$ cat src/cdd_pkg.sv
// Constants and types shared by the character display command decoder
package cdd_pkg;

    // ==========================================================
    // Address counter layout
    localparam logic [6:0] CDD_HOME = 7'h00;
    localparam logic [6:0] CDD_LINE1_END = 7'h27;
    localparam logic [6:0] CDD_LINE2_BASE = 7'h40;
    localparam logic [6:0] CDD_LINE2_END = 7'h67;
    localparam logic [5:0] CDD_LINE_LEN = 6'h28;
    localparam logic [5:0] CDD_OFF_LAST = 6'h27;
    localparam logic [5:0] CDD_OFF_ZERO = 6'h00;
    localparam int CDD_CHAR_LOCS = 80;
    localparam int CDD_GLYPH_LOCS = 64;
    localparam int CDD_GLYPH_W = 5;

    // ==========================================================
    // Data values
    localparam logic [7:0] CDD_BLANK_CODE = 8'h20;
    localparam logic [7:0] CDD_ZERO_BYTE = 8'h00;
    localparam logic [3:0] CDD_USER_HI = 4'h0;
    localparam logic [2:0] CDD_CURSOR_ROW = 3'h7;
    localparam logic CDD_BUSY_VALUE = 1'b0;

    // ==========================================================
    // Instruction byte: opcode bit, by most significant set bit
    localparam int CDD_BIT_CLEAR = 0;
    localparam int CDD_BIT_HOME = 1;
    localparam int CDD_BIT_ENTRY = 2;
    localparam int CDD_BIT_ONOFF = 3;
    localparam int CDD_BIT_SHIFT = 4;
    localparam int CDD_BIT_FUNC = 5;
    localparam int CDD_BIT_GSET = 6;
    localparam int CDD_BIT_CSET = 7;

    // Field positions
    localparam int CDD_F_INCR = 1;
    localparam int CDD_F_SHEN = 0;
    localparam int CDD_F_DISP = 2;
    localparam int CDD_F_CURS = 1;
    localparam int CDD_F_BLINK = 0;
    localparam int CDD_F_SC = 3;
    localparam int CDD_F_RL = 2;

    // ==========================================================
    // Reset values of the settings
    localparam logic CDD_RST_INCR = 1'b1;
    localparam logic CDD_RST_SHEN = 1'b0;
    localparam logic CDD_RST_DISP = 1'b0;
    localparam logic CDD_RST_CURS = 1'b0;
    localparam logic CDD_RST_BLINK = 1'b0;

    // ==========================================================
    // Timing
    localparam int CDD_CLK_MHZ = 200;
    localparam int CDD_BLINK_HALF_MS = 500;
    localparam int CDD_BLINK_HALF_CYC = CDD_BLINK_HALF_MS * 1000 * CDD_CLK_MHZ;
    localparam int CDD_BLINK_CNT_W = 27;

    // ==========================================================
    // Decoded command
    typedef enum logic [3:0] {
        CDD_CMD_NONE = 4'b0000,
        CDD_CMD_CLEAR = 4'b0001,
        CDD_CMD_HOME = 4'b0010,
        CDD_CMD_ENTRY = 4'b0011,
        CDD_CMD_ONOFF = 4'b0100,
        CDD_CMD_SHIFT = 4'b0101,
        CDD_CMD_FUNC = 4'b0110,
        CDD_CMD_GSET = 4'b0111,
        CDD_CMD_CSET = 4'b1000
    } cdd_cmd_type;

endpackage

$ cat src/cdd_decoder.sv
// Instruction decoder, address counter and character RAM of the display
`timescale 1ns/1ps
`default_nettype none

module cdd_decoder
    import cdd_pkg::*;
#(
    parameter int BLINK_HALF = CDD_BLINK_HALF_CYC,
    parameter int CNT_W = CDD_BLINK_CNT_W
) (
    input wire logic clk_i,            // Clock, 200 MHz
    input wire logic rst_i,            // Async reset, high
    input wire logic req_valid_i,      // Host byte strobe, one cycle
    input wire logic register_select_i,// 1 data, 0 instruction
    input wire logic req_read_i,       // 1 read, 0 write
    input wire logic [7:0] req_data_i, // Write byte
    output logic rsp_valid_o,          // Read answer strobe
    output logic [7:0] rsp_data_o,     // Read answer byte
    input wire logic scan_line_i,      // Scan line, 0 or 1
    input wire logic [4:0] scan_col_i, // Visible column 0..19
    input wire logic [2:0] scan_row_i, // Pixel row 0..7
    output logic [7:0] scan_code_o,    // Character code shown
    output logic scan_user_o,          // Code is a user glyph
    output logic [4:0] scan_bits_o,    // User glyph row pixels
    output logic scan_cursor_o,        // Cursor row overlay
    output logic scan_full_o,          // Blink all-on overlay
    output logic scan_blank_o,         // Display blanked
    output logic [6:0] address_counter_o, // Address counter
    output logic glyph_mode_o,         // Counter targets glyph RAM
    output logic incr_o,               // Increment-select
    output logic shift_en_o,           // Shift-enable
    output logic disp_on_o,            // Display on
    output logic cursor_on_o,          // Cursor on
    output logic blink_on_o,           // Blink enable
    output logic [5:0] shift_offset_o  // Display shift offset
);

    // ==========================================================
    // State
    logic [6:0] ac_q;
    logic [6:0] ac_d;
    logic glyph_q;
    logic glyph_d;
    logic incr_q;
    logic incr_d;
    logic shen_q;
    logic shen_d;
    logic disp_q;
    logic disp_d;
    logic curs_q;
    logic curs_d;
    logic blink_q;
    logic blink_d;
    logic [5:0] off_q;
    logic [5:0] off_d;
    logic [7:0] char_q [CDD_CHAR_LOCS];
    logic [CNT_W-1:0] blink_cnt_q;
    logic phase_q;
    logic rsp_valid_q;
    logic [7:0] rsp_data_q;
    logic [7:0] scan_code_q;
    logic scan_user_q;
    logic [4:0] scan_bits_q;
    logic scan_cursor_q;
    logic scan_full_q;
    logic scan_blank_q;

    // ==========================================================
    // Request decode
    wire instr_wr = req_valid_i & ~register_select_i & ~req_read_i;
    wire instr_rd = req_valid_i & ~register_select_i & req_read_i;
    wire data_wr = req_valid_i & register_select_i & ~req_read_i;
    wire data_rd = req_valid_i & register_select_i & req_read_i;
    wire data_acc = data_wr | data_rd;

    cdd_cmd_type cmd;

    always_comb begin
        cmd = CDD_CMD_NONE;
        if (instr_wr) begin
            if (req_data_i[CDD_BIT_CSET]) begin
                cmd = CDD_CMD_CSET;
            end else if (req_data_i[CDD_BIT_GSET]) begin
                cmd = CDD_CMD_GSET;
            end else if (req_data_i[CDD_BIT_FUNC]) begin
                cmd = CDD_CMD_FUNC;
            end else if (req_data_i[CDD_BIT_SHIFT]) begin
                cmd = CDD_CMD_SHIFT;
            end else if (req_data_i[CDD_BIT_ONOFF]) begin
                cmd = CDD_CMD_ONOFF;
            end else if (req_data_i[CDD_BIT_ENTRY]) begin
                cmd = CDD_CMD_ENTRY;
            end else if (req_data_i[CDD_BIT_HOME]) begin
                cmd = CDD_CMD_HOME;
            end else if (req_data_i[CDD_BIT_CLEAR]) begin
                cmd = CDD_CMD_CLEAR;
            end
        end
    end

    // ==========================================================
    // Address counter stepping
    function automatic logic [6:0] cdd_step(input logic [6:0] ac, input logic up, input logic glyph);
        logic [6:0] r;
        logic [5:0] lo;
        r = ac;
        lo = ac[5:0];
        if (glyph) begin
            lo = up ? lo + 6'h01 : lo - 6'h01;
            r = {1'b0, lo};
        end else if (up) begin
            if (ac == CDD_LINE1_END) begin
                r = CDD_LINE2_BASE;
            end else if (ac == CDD_LINE2_END) begin
                r = CDD_HOME;
            end else begin
                r = ac + 7'h01;
            end
        end else begin
            if (ac == CDD_LINE2_BASE) begin
                r = CDD_LINE1_END;
            end else if (ac == CDD_HOME) begin
                r = CDD_LINE2_END;
            end else begin
                r = ac - 7'h01;
            end
        end
        return r;
    endfunction

    // Left shift shows the next address in the first column
    wire [5:0] off_left = (off_q == CDD_OFF_LAST) ? CDD_OFF_ZERO : off_q + 6'h01;
    wire [5:0] off_right = (off_q == CDD_OFF_ZERO) ? CDD_OFF_LAST : off_q - 6'h01;

    // ==========================================================
    // Character RAM addressing; unmapped addresses drop writes, read zero
    wire ac_col_ok = ac_q[5:0] < CDD_LINE_LEN;
    wire [6:0] ac_idx = ac_q[6] ? 7'(ac_q[5:0]) + 7'(CDD_LINE_LEN) : 7'(ac_q[5:0]);
    wire char_hit = ~glyph_q & ac_col_ok;
    wire char_wr = data_wr & char_hit;
    wire clear_all = (cmd == CDD_CMD_CLEAR);
    wire [7:0] char_rd = char_hit ? char_q[ac_idx] : CDD_ZERO_BYTE;

    // ==========================================================
    // Glyph RAM
    wire glyph_wr = data_wr & glyph_q;
    wire [4:0] glyph_rd;
    wire [4:0] glyph_scan;
    wire [7:0] scan_code;
    wire [5:0] scan_gaddr = {scan_code[2:0], scan_row_i};

    cdd_glyph_ram #(
        .DEPTH(CDD_GLYPH_LOCS),
        .AW(6),
        .W(CDD_GLYPH_W)
    ) u_glyph (
        .clk_i(clk_i),
        .rst_i(rst_i),
        .wr_i(glyph_wr),
        .waddr_i(ac_q[5:0]),
        .wdata_i(req_data_i[4:0]),
        .rdata_o(glyph_rd),
        .saddr_i(scan_gaddr),
        .sdata_o(glyph_scan)
    );

    // ==========================================================
    // Next state of counter and settings
    always_comb begin
        ac_d = ac_q;
        glyph_d = glyph_q;
        incr_d = incr_q;
        shen_d = shen_q;
        disp_d = disp_q;
        curs_d = curs_q;
        blink_d = blink_q;
        off_d = off_q;
        unique case (cmd)
            CDD_CMD_CLEAR: begin
                ac_d = CDD_HOME;
                glyph_d = 1'b0;
                off_d = CDD_OFF_ZERO;
                incr_d = 1'b1;
            end
            CDD_CMD_HOME: begin
                ac_d = CDD_HOME;
                glyph_d = 1'b0;
                off_d = CDD_OFF_ZERO;
            end
            CDD_CMD_ENTRY: begin
                incr_d = req_data_i[CDD_F_INCR];
                shen_d = req_data_i[CDD_F_SHEN];
            end
            CDD_CMD_ONOFF: begin
                disp_d = req_data_i[CDD_F_DISP];
                curs_d = req_data_i[CDD_F_CURS];
                blink_d = req_data_i[CDD_F_BLINK];
            end
            CDD_CMD_SHIFT: begin
                ac_d = cdd_step(ac_q, req_data_i[CDD_F_RL], 1'b0);
                glyph_d = 1'b0;
                if (req_data_i[CDD_F_SC]) begin
                    off_d = req_data_i[CDD_F_RL] ? off_right : off_left;
                end
            end
            CDD_CMD_FUNC: begin
                ac_d = ac_q;
            end
            CDD_CMD_GSET: begin
                ac_d = {1'b0, req_data_i[5:0]};
                glyph_d = 1'b1;
            end
            CDD_CMD_CSET: begin
                ac_d = req_data_i[6:0];
                glyph_d = 1'b0;
            end
            CDD_CMD_NONE: begin
                if (data_acc) begin
                    ac_d = cdd_step(ac_q, incr_q, glyph_q);
                end
                if (data_wr && !glyph_q && shen_q) begin
                    off_d = incr_q ? off_left : off_right;
                end
            end
        endcase
    end

    // ==========================================================
    // Setting registers
    always_ff @(posedge clk_i or posedge rst_i) begin
        if (rst_i) begin
            ac_q <= CDD_HOME;
            glyph_q <= 1'b0;
            incr_q <= CDD_RST_INCR;
            shen_q <= CDD_RST_SHEN;
            disp_q <= CDD_RST_DISP;
            curs_q <= CDD_RST_CURS;
            blink_q <= CDD_RST_BLINK;
            off_q <= CDD_OFF_ZERO;
        end else begin
            ac_q <= ac_d;
            glyph_q <= glyph_d;
            incr_q <= incr_d;
            shen_q <= shen_d;
            disp_q <= disp_d;
            curs_q <= curs_d;
            blink_q <= blink_d;
            off_q <= off_d;
        end
    end

    // ==========================================================
    // Character RAM, one flop row per location
    // Clear rewrites all 80 entries in one cycle; costs a wide fan-out, saves a sequencer
    genvar g;
    generate
        for (g = 0; g < CDD_CHAR_LOCS; g++) begin : g_char
            always_ff @(posedge clk_i or posedge rst_i) begin
                if (rst_i) begin
                    char_q[g] <= CDD_BLANK_CODE;
                end else if (clear_all) begin
                    char_q[g] <= CDD_BLANK_CODE;
                end else if (char_wr && (ac_idx == 7'(g))) begin
                    char_q[g] <= req_data_i;
                end
            end
        end
    endgenerate

    // ==========================================================
    // Read answers
    wire [7:0] rsp_data = instr_rd ? {CDD_BUSY_VALUE, ac_q}
                        : glyph_q ? {3'h0, glyph_rd} : char_rd;

    always_ff @(posedge clk_i or posedge rst_i) begin
        if (rst_i) begin
            rsp_valid_q <= 1'b0;
            rsp_data_q <= CDD_ZERO_BYTE;
        end else begin
            rsp_valid_q <= instr_rd | data_rd;
            if (instr_rd || data_rd) begin
                rsp_data_q <= rsp_data;
            end
        end
    end

    // ==========================================================
    // Blink divider: one-cycle enable at each half period
    wire blink_tick = (blink_cnt_q == CNT_W'(BLINK_HALF - 1));

    always_ff @(posedge clk_i or posedge rst_i) begin
        if (rst_i) begin
            blink_cnt_q <= '0;
            phase_q <= 1'b0;
        end else if (blink_tick) begin
            blink_cnt_q <= '0;
            phase_q <= ~phase_q;
        end else begin
            blink_cnt_q <= blink_cnt_q + CNT_W'(1);
        end
    end

    // ==========================================================
    // Scan mapping: visible column plus offset, modulo line length
    wire [6:0] col_sum = 7'(scan_col_i) + 7'(off_q);
    wire [6:0] col_mod = (col_sum >= 7'(CDD_LINE_LEN)) ? col_sum - 7'(CDD_LINE_LEN) : col_sum;
    wire [6:0] scan_idx = scan_line_i ? col_mod + 7'(CDD_LINE_LEN) : col_mod;
    assign scan_code = char_q[scan_idx];
    wire scan_user = (scan_code[7:4] == CDD_USER_HI);
    // Cursor only exists while the counter targets character RAM
    wire at_cursor = ~glyph_q & (ac_q[6] == scan_line_i) & (ac_q[5:0] == col_mod[5:0]);
    wire cursor_px = disp_q & curs_q & at_cursor & (scan_row_i == CDD_CURSOR_ROW);
    wire full_px = disp_q & blink_q & at_cursor & phase_q;

    always_ff @(posedge clk_i or posedge rst_i) begin
        if (rst_i) begin
            scan_code_q <= CDD_BLANK_CODE;
            scan_user_q <= 1'b0;
            scan_bits_q <= '0;
            scan_cursor_q <= 1'b0;
            scan_full_q <= 1'b0;
            scan_blank_q <= 1'b1;
        end else begin
            scan_code_q <= scan_code;
            scan_user_q <= scan_user;
            scan_bits_q <= scan_user ? glyph_scan : 5'h00;
            scan_cursor_q <= cursor_px;
            scan_full_q <= full_px;
            scan_blank_q <= ~disp_q;
        end
    end

    // ==========================================================
    // Outputs
    assign rsp_valid_o = rsp_valid_q;
    assign rsp_data_o = rsp_data_q;
    assign scan_code_o = scan_code_q;
    assign scan_user_o = scan_user_q;
    assign scan_bits_o = scan_bits_q;
    assign scan_cursor_o = scan_cursor_q;
    assign scan_full_o = scan_full_q;
    assign scan_blank_o = scan_blank_q;
    assign address_counter_o = ac_q;
    assign glyph_mode_o = glyph_q;
    assign incr_o = incr_q;
    assign shift_en_o = shen_q;
    assign disp_on_o = disp_q;
    assign cursor_on_o = curs_q;
    assign blink_on_o = blink_q;
    assign shift_offset_o = off_q;

endmodule

`default_nettype wire

$ cat src/cdd_glyph_ram.sv
// User glyph RAM: 64 entries of 5 bits, one write and two read ports
`timescale 1ns/1ps
`default_nettype none

module cdd_glyph_ram #(
    parameter int DEPTH = 64,
    parameter int AW = 6,
    parameter int W = 5
) (
    input wire logic clk_i,            // Clock
    input wire logic rst_i,            // Async reset, high
    input wire logic wr_i,             // Write strobe
    input wire logic [AW-1:0] waddr_i, // Write/read address
    input wire logic [W-1:0] wdata_i,  // Write data
    output logic [W-1:0] rdata_o,      // Read data at waddr_i
    input wire logic [AW-1:0] saddr_i, // Scan address
    output logic [W-1:0] sdata_o       // Scan data
);

    // ==========================================================
    // Storage
    logic [W-1:0] mem_q [DEPTH];

    genvar g;
    generate
        for (g = 0; g < DEPTH; g++) begin : g_ent
            always_ff @(posedge clk_i or posedge rst_i) begin
                if (rst_i) begin
                    mem_q[g] <= '0;
                end else if (wr_i && (waddr_i == AW'(g))) begin
                    mem_q[g] <= wdata_i;
                end
            end
        end
    endgenerate

    assign rdata_o = mem_q[waddr_i];
    assign sdata_o = mem_q[saddr_i];

endmodule

`default_nettype wire

$ cat config.mk
export PLATFORM = sky130hd
export DESIGN_NAME = cdd_decoder
export DESIGN_NICKNAME = d
export VERILOG_FILES = /design/src/cdd_pkg.sv /design/src/cdd_decoder.sv /design/src/cdd_glyph_ram.sv
export SDC_FILE = /design/constraint.sdc
export NUM_CORES = 2
export LEC_CHECK = 0
export BUFFER_PORTS_ARGS = -buffer_cell sky130_fd_sc_hd__buf_4
export CORE_MARGIN = 1
export CORE_UTILIZATION = 60
export CTS_CLUSTER_DIAMETER = 150
export DETAILED_ROUTE_END_ITERATION = 16
export GPL_TIMING_DRIVEN = 0
export PLACE_DENSITY = 0.86
export SLEW_MARGIN = 20
export SYNTH_ARGS = -nofsm -noshare
export SYNTH_HDL_FRONTEND = slang
export SYNTH_SLANG_ARGS = --single-unit
$ cat constraint.sdc
create_clock -name clk_i -period 43.8 [get_ports clk_i]
set_input_delay 4.38 -clock clk_i [delete_from_list [all_inputs] [get_ports clk_i]]
set_output_delay 4.38 -clock clk_i [all_outputs]
set_load 0.01 [all_outputs]
======== Yosys cells after proc, flatten, opt, wreduce, memory -nomap -nowiden ========
Cells that the tools add are included.
word-level totals
  register bits ........................... 1033
  bits of input ports ..................... 22
  output and inout bits ................... 45
  logic and storage cells ................. 817
cells by class
  $add $sub $neg .......................... 11
  magnitude comparators ................... 6
  equal/unequal tests ..................... 160
  multiplexer cells ....................... 208
  bitwise operators ....................... 28
  reductions and logical operators ........ 242
operators by type and width
  cell                   count
  $mux 8                 167
  $eq 7x6->1 const B     33
  $eq 6x6->1 const B     33
  $reduce_bool 2->1      82
  $logic_and 1x1->1      146
  $eq 7x7->1 const B     18
  $bmux 8 s7             2
  $eq 7x5->1 const B     16
  $eq 6x5->1 const B     16
  $mux 7                 11
  $bmux 5 s6             2
  $eq 7x4->1 const B     8
  $eq 6x4->1 const B     8
  $mux 6                 7
  $pmux 7 s5             1
  $eq 7x3->1 const B     4
  $add 27x1->27 const B  1
  $eq 27x27->1 const B   1
  $mux 27                1
  $mux 5                 5
  $eq 6x3->1 const B     4
  $pmux 6 s3             1
  $and 1x1->1            17
  $ge 8x8->1 const B     2
  43 further kinds       69

======== Logic depth before layout (Yosys ltp) ========
  depth in word-level cells ............... 14
  depth in mapped cells ................... 32
  depth with buffers taken out ............ 26

======== Hierarchy ========
A second synthesis with hierarchy kept.
unflattened totals
  cells, all modules ...................... 4280
  area total of the unflattened synthesis .. 56726.9 um^2
modules (own cells, without submodules)
  module         times used  cells each  area each (um^2)  seq. area each (um^2)
  cdd_decoder    1           3167        39359.0           17946.0
  cdd_glyph_ram  1           1113        17367.9           8007.7

======== Worst setup path before layout ========
No wires, ideal clock.
  path kind ............................... input port to flip-flop
  start ................................... input port scan_col_i[0]
  end ..................................... register scan_bits_q[1], in the netlist scan_bits_o[1]
  data arrival time ....................... 9.936 ns
  required time ........................... 43.718 ns
  path slack .............................. 33.782 ns
  cell stages on the path ................. 31
  cells stage by stage .................... ha_1 inv_1 fa_1 and2b_1 o22ai_4 xnor2_1 inv_1 ha_1 buf_2 buf_2 nor4_1 mux2_4 or2_2 nor3_2 inv_1 ha_1 nor2b_1 and3_1 a22oi_1 and4_1 and2_1 clkbuf_2 and4_1 clkbuf_1 o211ai_1 o21ai_1 nor3_2 buf_4 mux2_2 a2bb2oi_1 a31oi_1
on the way
  word-level cells in the longest chain between the ends .. 14
ends and longest elaborated chain
  what                                            line                 source
  start: declaration                              cdd_decoder.sv:20    input wire logic [4:0] scan_col_i,
  $add 5x6->7 (*)                                 cdd_decoder.sv:305   wire [6:0] col_sum = 7'(scan_col_i) + 7'(off_q);
  $sub 7x6->7 or $ge 7x6->1 (tied branches)       cdd_decoder.sv:306   wire [6:0] col_mod = (col_sum >= 7'(CDD_LINE_LEN)) ? col_sum - 7'(CDD_LINE_LEN) : col_sum;
  $mux 7 (*)                                      cdd_decoder.sv:306
  $add 7x6->7                                     cdd_decoder.sv:307   wire [6:0] scan_idx = scan_line_i ? col_mod + 7'(CDD_LINE_LEN) : col_mod;
  $mux 7 (*)                                      cdd_decoder.sv:307
  $not 7->8 (not written as such) (*)             cdd_decoder.sv:308   assign scan_code = char_q[scan_idx];
  $bmux 8 s7 (*)                                  cdd_decoder.sv:308
  $mux 8 (not written as such) (*) (2 in series)  cdd_decoder.sv:308
  $not 6->7 (not written as such)                 cdd_glyph_ram.sv:38  assign sdata_o = mem_q[saddr_i];
  $bmux 5 s6                                      cdd_glyph_ram.sv:38
  $mux 5 (not written as such) (2 in series)      cdd_glyph_ram.sv:38
  $mux 5 (*)                                      cdd_decoder.sv:326   scan_bits_q <= scan_user ? glyph_scan : 5'h00;
  end signal: assignment                          cdd_decoder.sv:326
  end: declaration                                cdd_decoder.sv:63    logic [4:0] scan_bits_q;
Mark *: on every way between the ends. The rest lies on a longest branch, timed or not. The select of a mux whose other input is x is not followed.
A chain may end at the register's enable or synchronous reset.

======== Worst setup path in the final report ========
  start ................................... input port scan_col_i[0]
  end ..................................... register scan_bits_q[4], in the netlist scan_bits_o[4]
RTL lines
  what                                            line                source
  $add 5x6->7 (*)                                 cdd_decoder.sv:305
  $sub 7x6->7 or $ge 7x6->1 (tied branches)       cdd_decoder.sv:306
  $mux 7 (*)                                      cdd_decoder.sv:306
  $add 7x6->7                                     cdd_decoder.sv:307
  $mux 7 (*)                                      cdd_decoder.sv:307
  $not 7->8 (not written as such) (*)             cdd_decoder.sv:308
  $bmux 8 s7 (*)                                  cdd_decoder.sv:308
  $mux 8 (not written as such) (*) (2 in series)  cdd_decoder.sv:308
  via scan_code[4]                                cdd_decoder.sv:149  wire [7:0] scan_code;
  $logic_not 4->1 (*)                             cdd_decoder.sv:309  wire scan_user = (scan_code[7:4] == CDD_USER_HI);
  $mux 5 (*)                                      cdd_decoder.sv:326
The timed path passes the listed nets; every way through them passes the cells marked *. The select of a mux whose other input is x is not followed.

==> key figures <==
Clock tree
  • Clock Sinks: 1,033
  • Post_cts resized: 0
  • H-tree levels: 3
  • Setup bufs post-CTS: 0
  • Clock latency on the worst-skew pair: between 0.7 and 0.8 ns
  • CTS buffer count: 109
  • Reg clk slew, reported paths: roughly 0.060 ns
  • Root buffer cell: clkbuf_16
  • Hold_buf cts: 0
  • Max clock buf depth: 3
  • TritonCTS clock tree: built

Detailed routing
  • Via density: between 7 and 8
  • DR DRC count: 0
  • Post-route ant nets: 0
  • Routed WL: roughly 230,000 µm
  • Vias post-DR: ~50,000
  • Routed WL per cell: ~35 µm
  • 1st-pass router iterations: 14
  • Drt first-iter violations: slightly below 10,000

Synthesis
  • Synth Area in Compound Gates: 6.944%
  • Synth cell count leaders: 1,158 x nand2_1, 950 x dfrtp_1, 559 x mux4_2
  • Synth area leader: dfrtp_1
  • YS warnings: 0
  • Simple-Gate Fraction of Synth Area: between 10% and 20%
  • Net count after synthesis: between 5,000 and 6,000
  • Top_reg_cell synth: dfrtp_1
  • Post-synth EDFFs: 0
  • Synth area leaders: dfrtp_1 41%, mux4_2 22%, nand2_1 7.5%
  • Synth Instances: 5,101
  • Seq cells post-synth: a little over 1,000
  • Asr flop ratio synth: between 90% and 100%
  • Post-synthesis mux area share: 32.66%
  • Count leader, synth: nand2_1
  • Register area share after synthesis: around 45%
  • Xor/xnor cell area share of the yosys netlist: 0.7064%
  • Syn Area/Cell: around 11 µm²
  • Post-synthesis cell area: 58,270 µm²
  • Top-area cell type share of the netlist area: approximately two fifths
  • Adder-cell area share of the yosys netlist: 0.4208%
  • Post-synth cell types: 89
  • Main combinational cell family by area after synthesis: multiplexers

Setup path
  • Setup CP Type: primary input to register
  • Reg2Reg Depth: 17
  • CP startpoint: scan_col_i[0]
  • WP data arrival: about 12 ns
  • Worst path required time: between 40 and 50 ns
  • CP Launch Type: primary input
  • Worst r2r dst: scan_bits_o[4]
  • Crit path to: scan_bits_o[4]
  • CP endpoint kind: register
  • Reg-to-reg startpoint: shift_offset_o[0]
  • R2R setup slack: around 35 ns
  • CP max FO: 10

Power and ir drop
  • Net Sw Power: ~1.6 mW
  • LEAKAGE: around 27 nW
  • Pwr Density: slightly below 60 nW/µm²
  • Sw frac: a little over two fifths
  • VDD IR max: ~0.000044 V
  • Flop pwr share: a little under a third
  • P_int: 2.190 mW
  • Gate power share: a little over two fifths
  • Clk pwr share: 27.1%

Placement
  • Dpl ws: around 32 ns
  • Cell count after placement: 6,441
  • Port-buffer cells: between 50 and 60
  • Placed wire-length estimate: between 150,000 and 200,000 µm
  • Gpl congestion: approximately 1.1

Job
  • Max-Cap Viols: 0

Timing
  • Layout Skew: ~0.035 ns
  • Rel. slew slack: under 10%
  • Final Cycle Share: a little over a quarter
  • Achievable Freq: 0.08440 GHz
  • Final hold vios: 0
  • Worst-margin pin slew: 1.357 ns
  • Setup-failing EPs final: 0
  • Crit path time final: roughly 12 ns
  • Worst setup margin: ~32 ns
  • Max Slew Vio Count: 0
  • Setup_tns: 0 ns
  • Hold WS: 0.4940 ns
  • RSZ-0062 raised after global routing: no

Cells and area
  • Share of post-route cells with drive strength above 1: between 20% and 30%
  • Filler Cells Inserted: 6,653
  • Synth-to-Final Area Change: 11.23%
  • Final Net Count: approximately 5,300
  • Footprint of the multi-input gates: 30,390 µm²
  • Flip-flop and latch area: between 20,000 and 30,000 µm²
  • Post-Layout Cell Count: between 6,000 and 7,000

GRT
  • Initial antenna violation count: 30
  • First-pass GRT wire length: 333,800 µm
  • Pin count of the biggest net entering global routing: approximately 110
  • Overall routing resource usage: a little under half
  • Gr ovfl total: 0
  • Vias in the first global route: between 40,000 and 50,000

Floorplanning
  • Die Ht: approximately 310 µm
  • Initial Utilization: 60.97%
  • Die W: around 310 µm
  • IO Pins: 67
  • Row cnt: around 110
  • Die area: ~100,000 µm²
  • Core area: 95,580 µm²

Status
  • Status: finished, final reports clean

Hold path
  • Worst hold path type: register to register
==> flip-flops by register name, summed over array words and instances, names as in the netlist, 5 cells and up <==
name	flops
scan_code_o	8
u_glyph.mem_q	320
char_q	640
address_counter_o	7
blink_cnt_q	27
shift_offset_o	6
scan_bits_o	5
rsp_data_o	8
==> area by class of cell <==
cell class,instances,area share (%)
diodes,26,0.1004
plain buffers,460,2.973
clock buffers,155,4.897
clock inverters,50,1.206
inverters,30,0.1853
multi-input cells,3578,46.89
flip-flops and latches,1033,40.04
well taps,1265,2.442
repair buffers,75,1.270
==> routing by layer <==
| layer | vias to the layer above | global-route usage (%) | wire [µm] |
|---|---|---|---|
| li1 | 18880 | - | - |
| met1 | 24660 | 57.03 | 73340 |
| met2 | 5249 | 63.66 | 93200 |
| met3 | 1543 | 26.88 | 42740 |
| met4 | 35 | 33.89 | 22280 |
| met5 | - | 1.741 | 520 |
==> how the worst min path moves through the flow <==
stage / startpoint / end / slack [ns] / depth (start not counted)
after CTS: blink_cnt_q[0] / blink_cnt_q[0] / 0.50 / 1
final: blink_cnt_q[0] / blink_cnt_q[0] / 0.49 / 1
after global routing: blink_cnt_q[0] / blink_cnt_q[0] / 0.52 / 1
after global placement: blink_cnt_q[0] / blink_cnt_q[0] / 0.47 / 1
after detailed placement: rsp_data_o[7] / rsp_data_o[7] / 0.48 / 2
after floorplan: phase_q / phase_q / 0.44 / 1
==> power groups by stage <==
| stage | combinational, mW | sequential (mW) | clock (mW) |
|---|---|---|---|
| after floorplan | 0.879 | 1.16 | 0 |
| after global placement | 1.43 | 1.18 | 0 |
| after detailed placement | 1.46 | 1.19 | 0 |
| after CTS | 1.47 | 1.18 | 1.02 |
| after global routing | 1.57 | 1.19 | 1.06 |
| final | 1.59 | 1.19 | 1.03 |
==> metrics by stage <==
step / area (µm²) / total power, mW / util, %
3_3_place_gp: 60300 / 2.617 / 63.09
2_1_floorplan: 58270 / 2.035 / -
4_1_cts: 64740 / 3.666 / 67.74
6_report: 64820 / 3.812 / 67.82
3_5_place_dp: 60780 / 2.650 / 63.60
5_1_grt: 64770 / 3.821 / 67.77
==> critical path, cell delays in order <==
cell	delay, ns
buf_4	0.09
ha_1	0.25
inv_1	0.08
fa_1	0.47
buf_2	0.51
buf_2	0.73
buf_2	0.77
buf_2	0.65
buf_2	0.67
clkbuf_1	0.89
mux4_2	0.48
mux2i_1	0.27
mux2i_1	0.13
mux2i_1	0.46
o211ai_1	0.35
nor2_1	0.19
nand3_1	0.47
a31oi_1	0.55
==> cells by family after synthesis <==
logic type,count (synthesis)
AOI/OAI and AO/OA,711
DFF,1033
xor gates and xnor gates,47
adders and majority gates,19
buffers and inverters,490
muxes,1160
and+or+nand+nor,1641
==> cell usage in the layout, fill, tap and decap left out, types with 15 or more instances in the layout <==
cell type / count
a211oi_1: 19
inv_1: 27
mux2i_1: 265
mux4_2: 559
nor2b_1: 23
nand4_1: 23
clkbuf_1: 335
nor3_1: 24
nand2_1: 1158
diode_2: 26
mux2_2: 335
nand3_1: 53
dfrtp_1: 950
bufinv_16: 15
clkbuf_2: 35
o21ai_0: 537
a21oi_1: 26
buf_2: 58
clkinv_2: 26
nor2_1: 289
ha_1: 18
xnor2_1: 23
dfstp_2: 83
buf_4: 69
clkbuf_16: 112
xor2_1: 22
clkbuf_8: 21
buf_1: 41
Power figures use the tool's default switching activity.
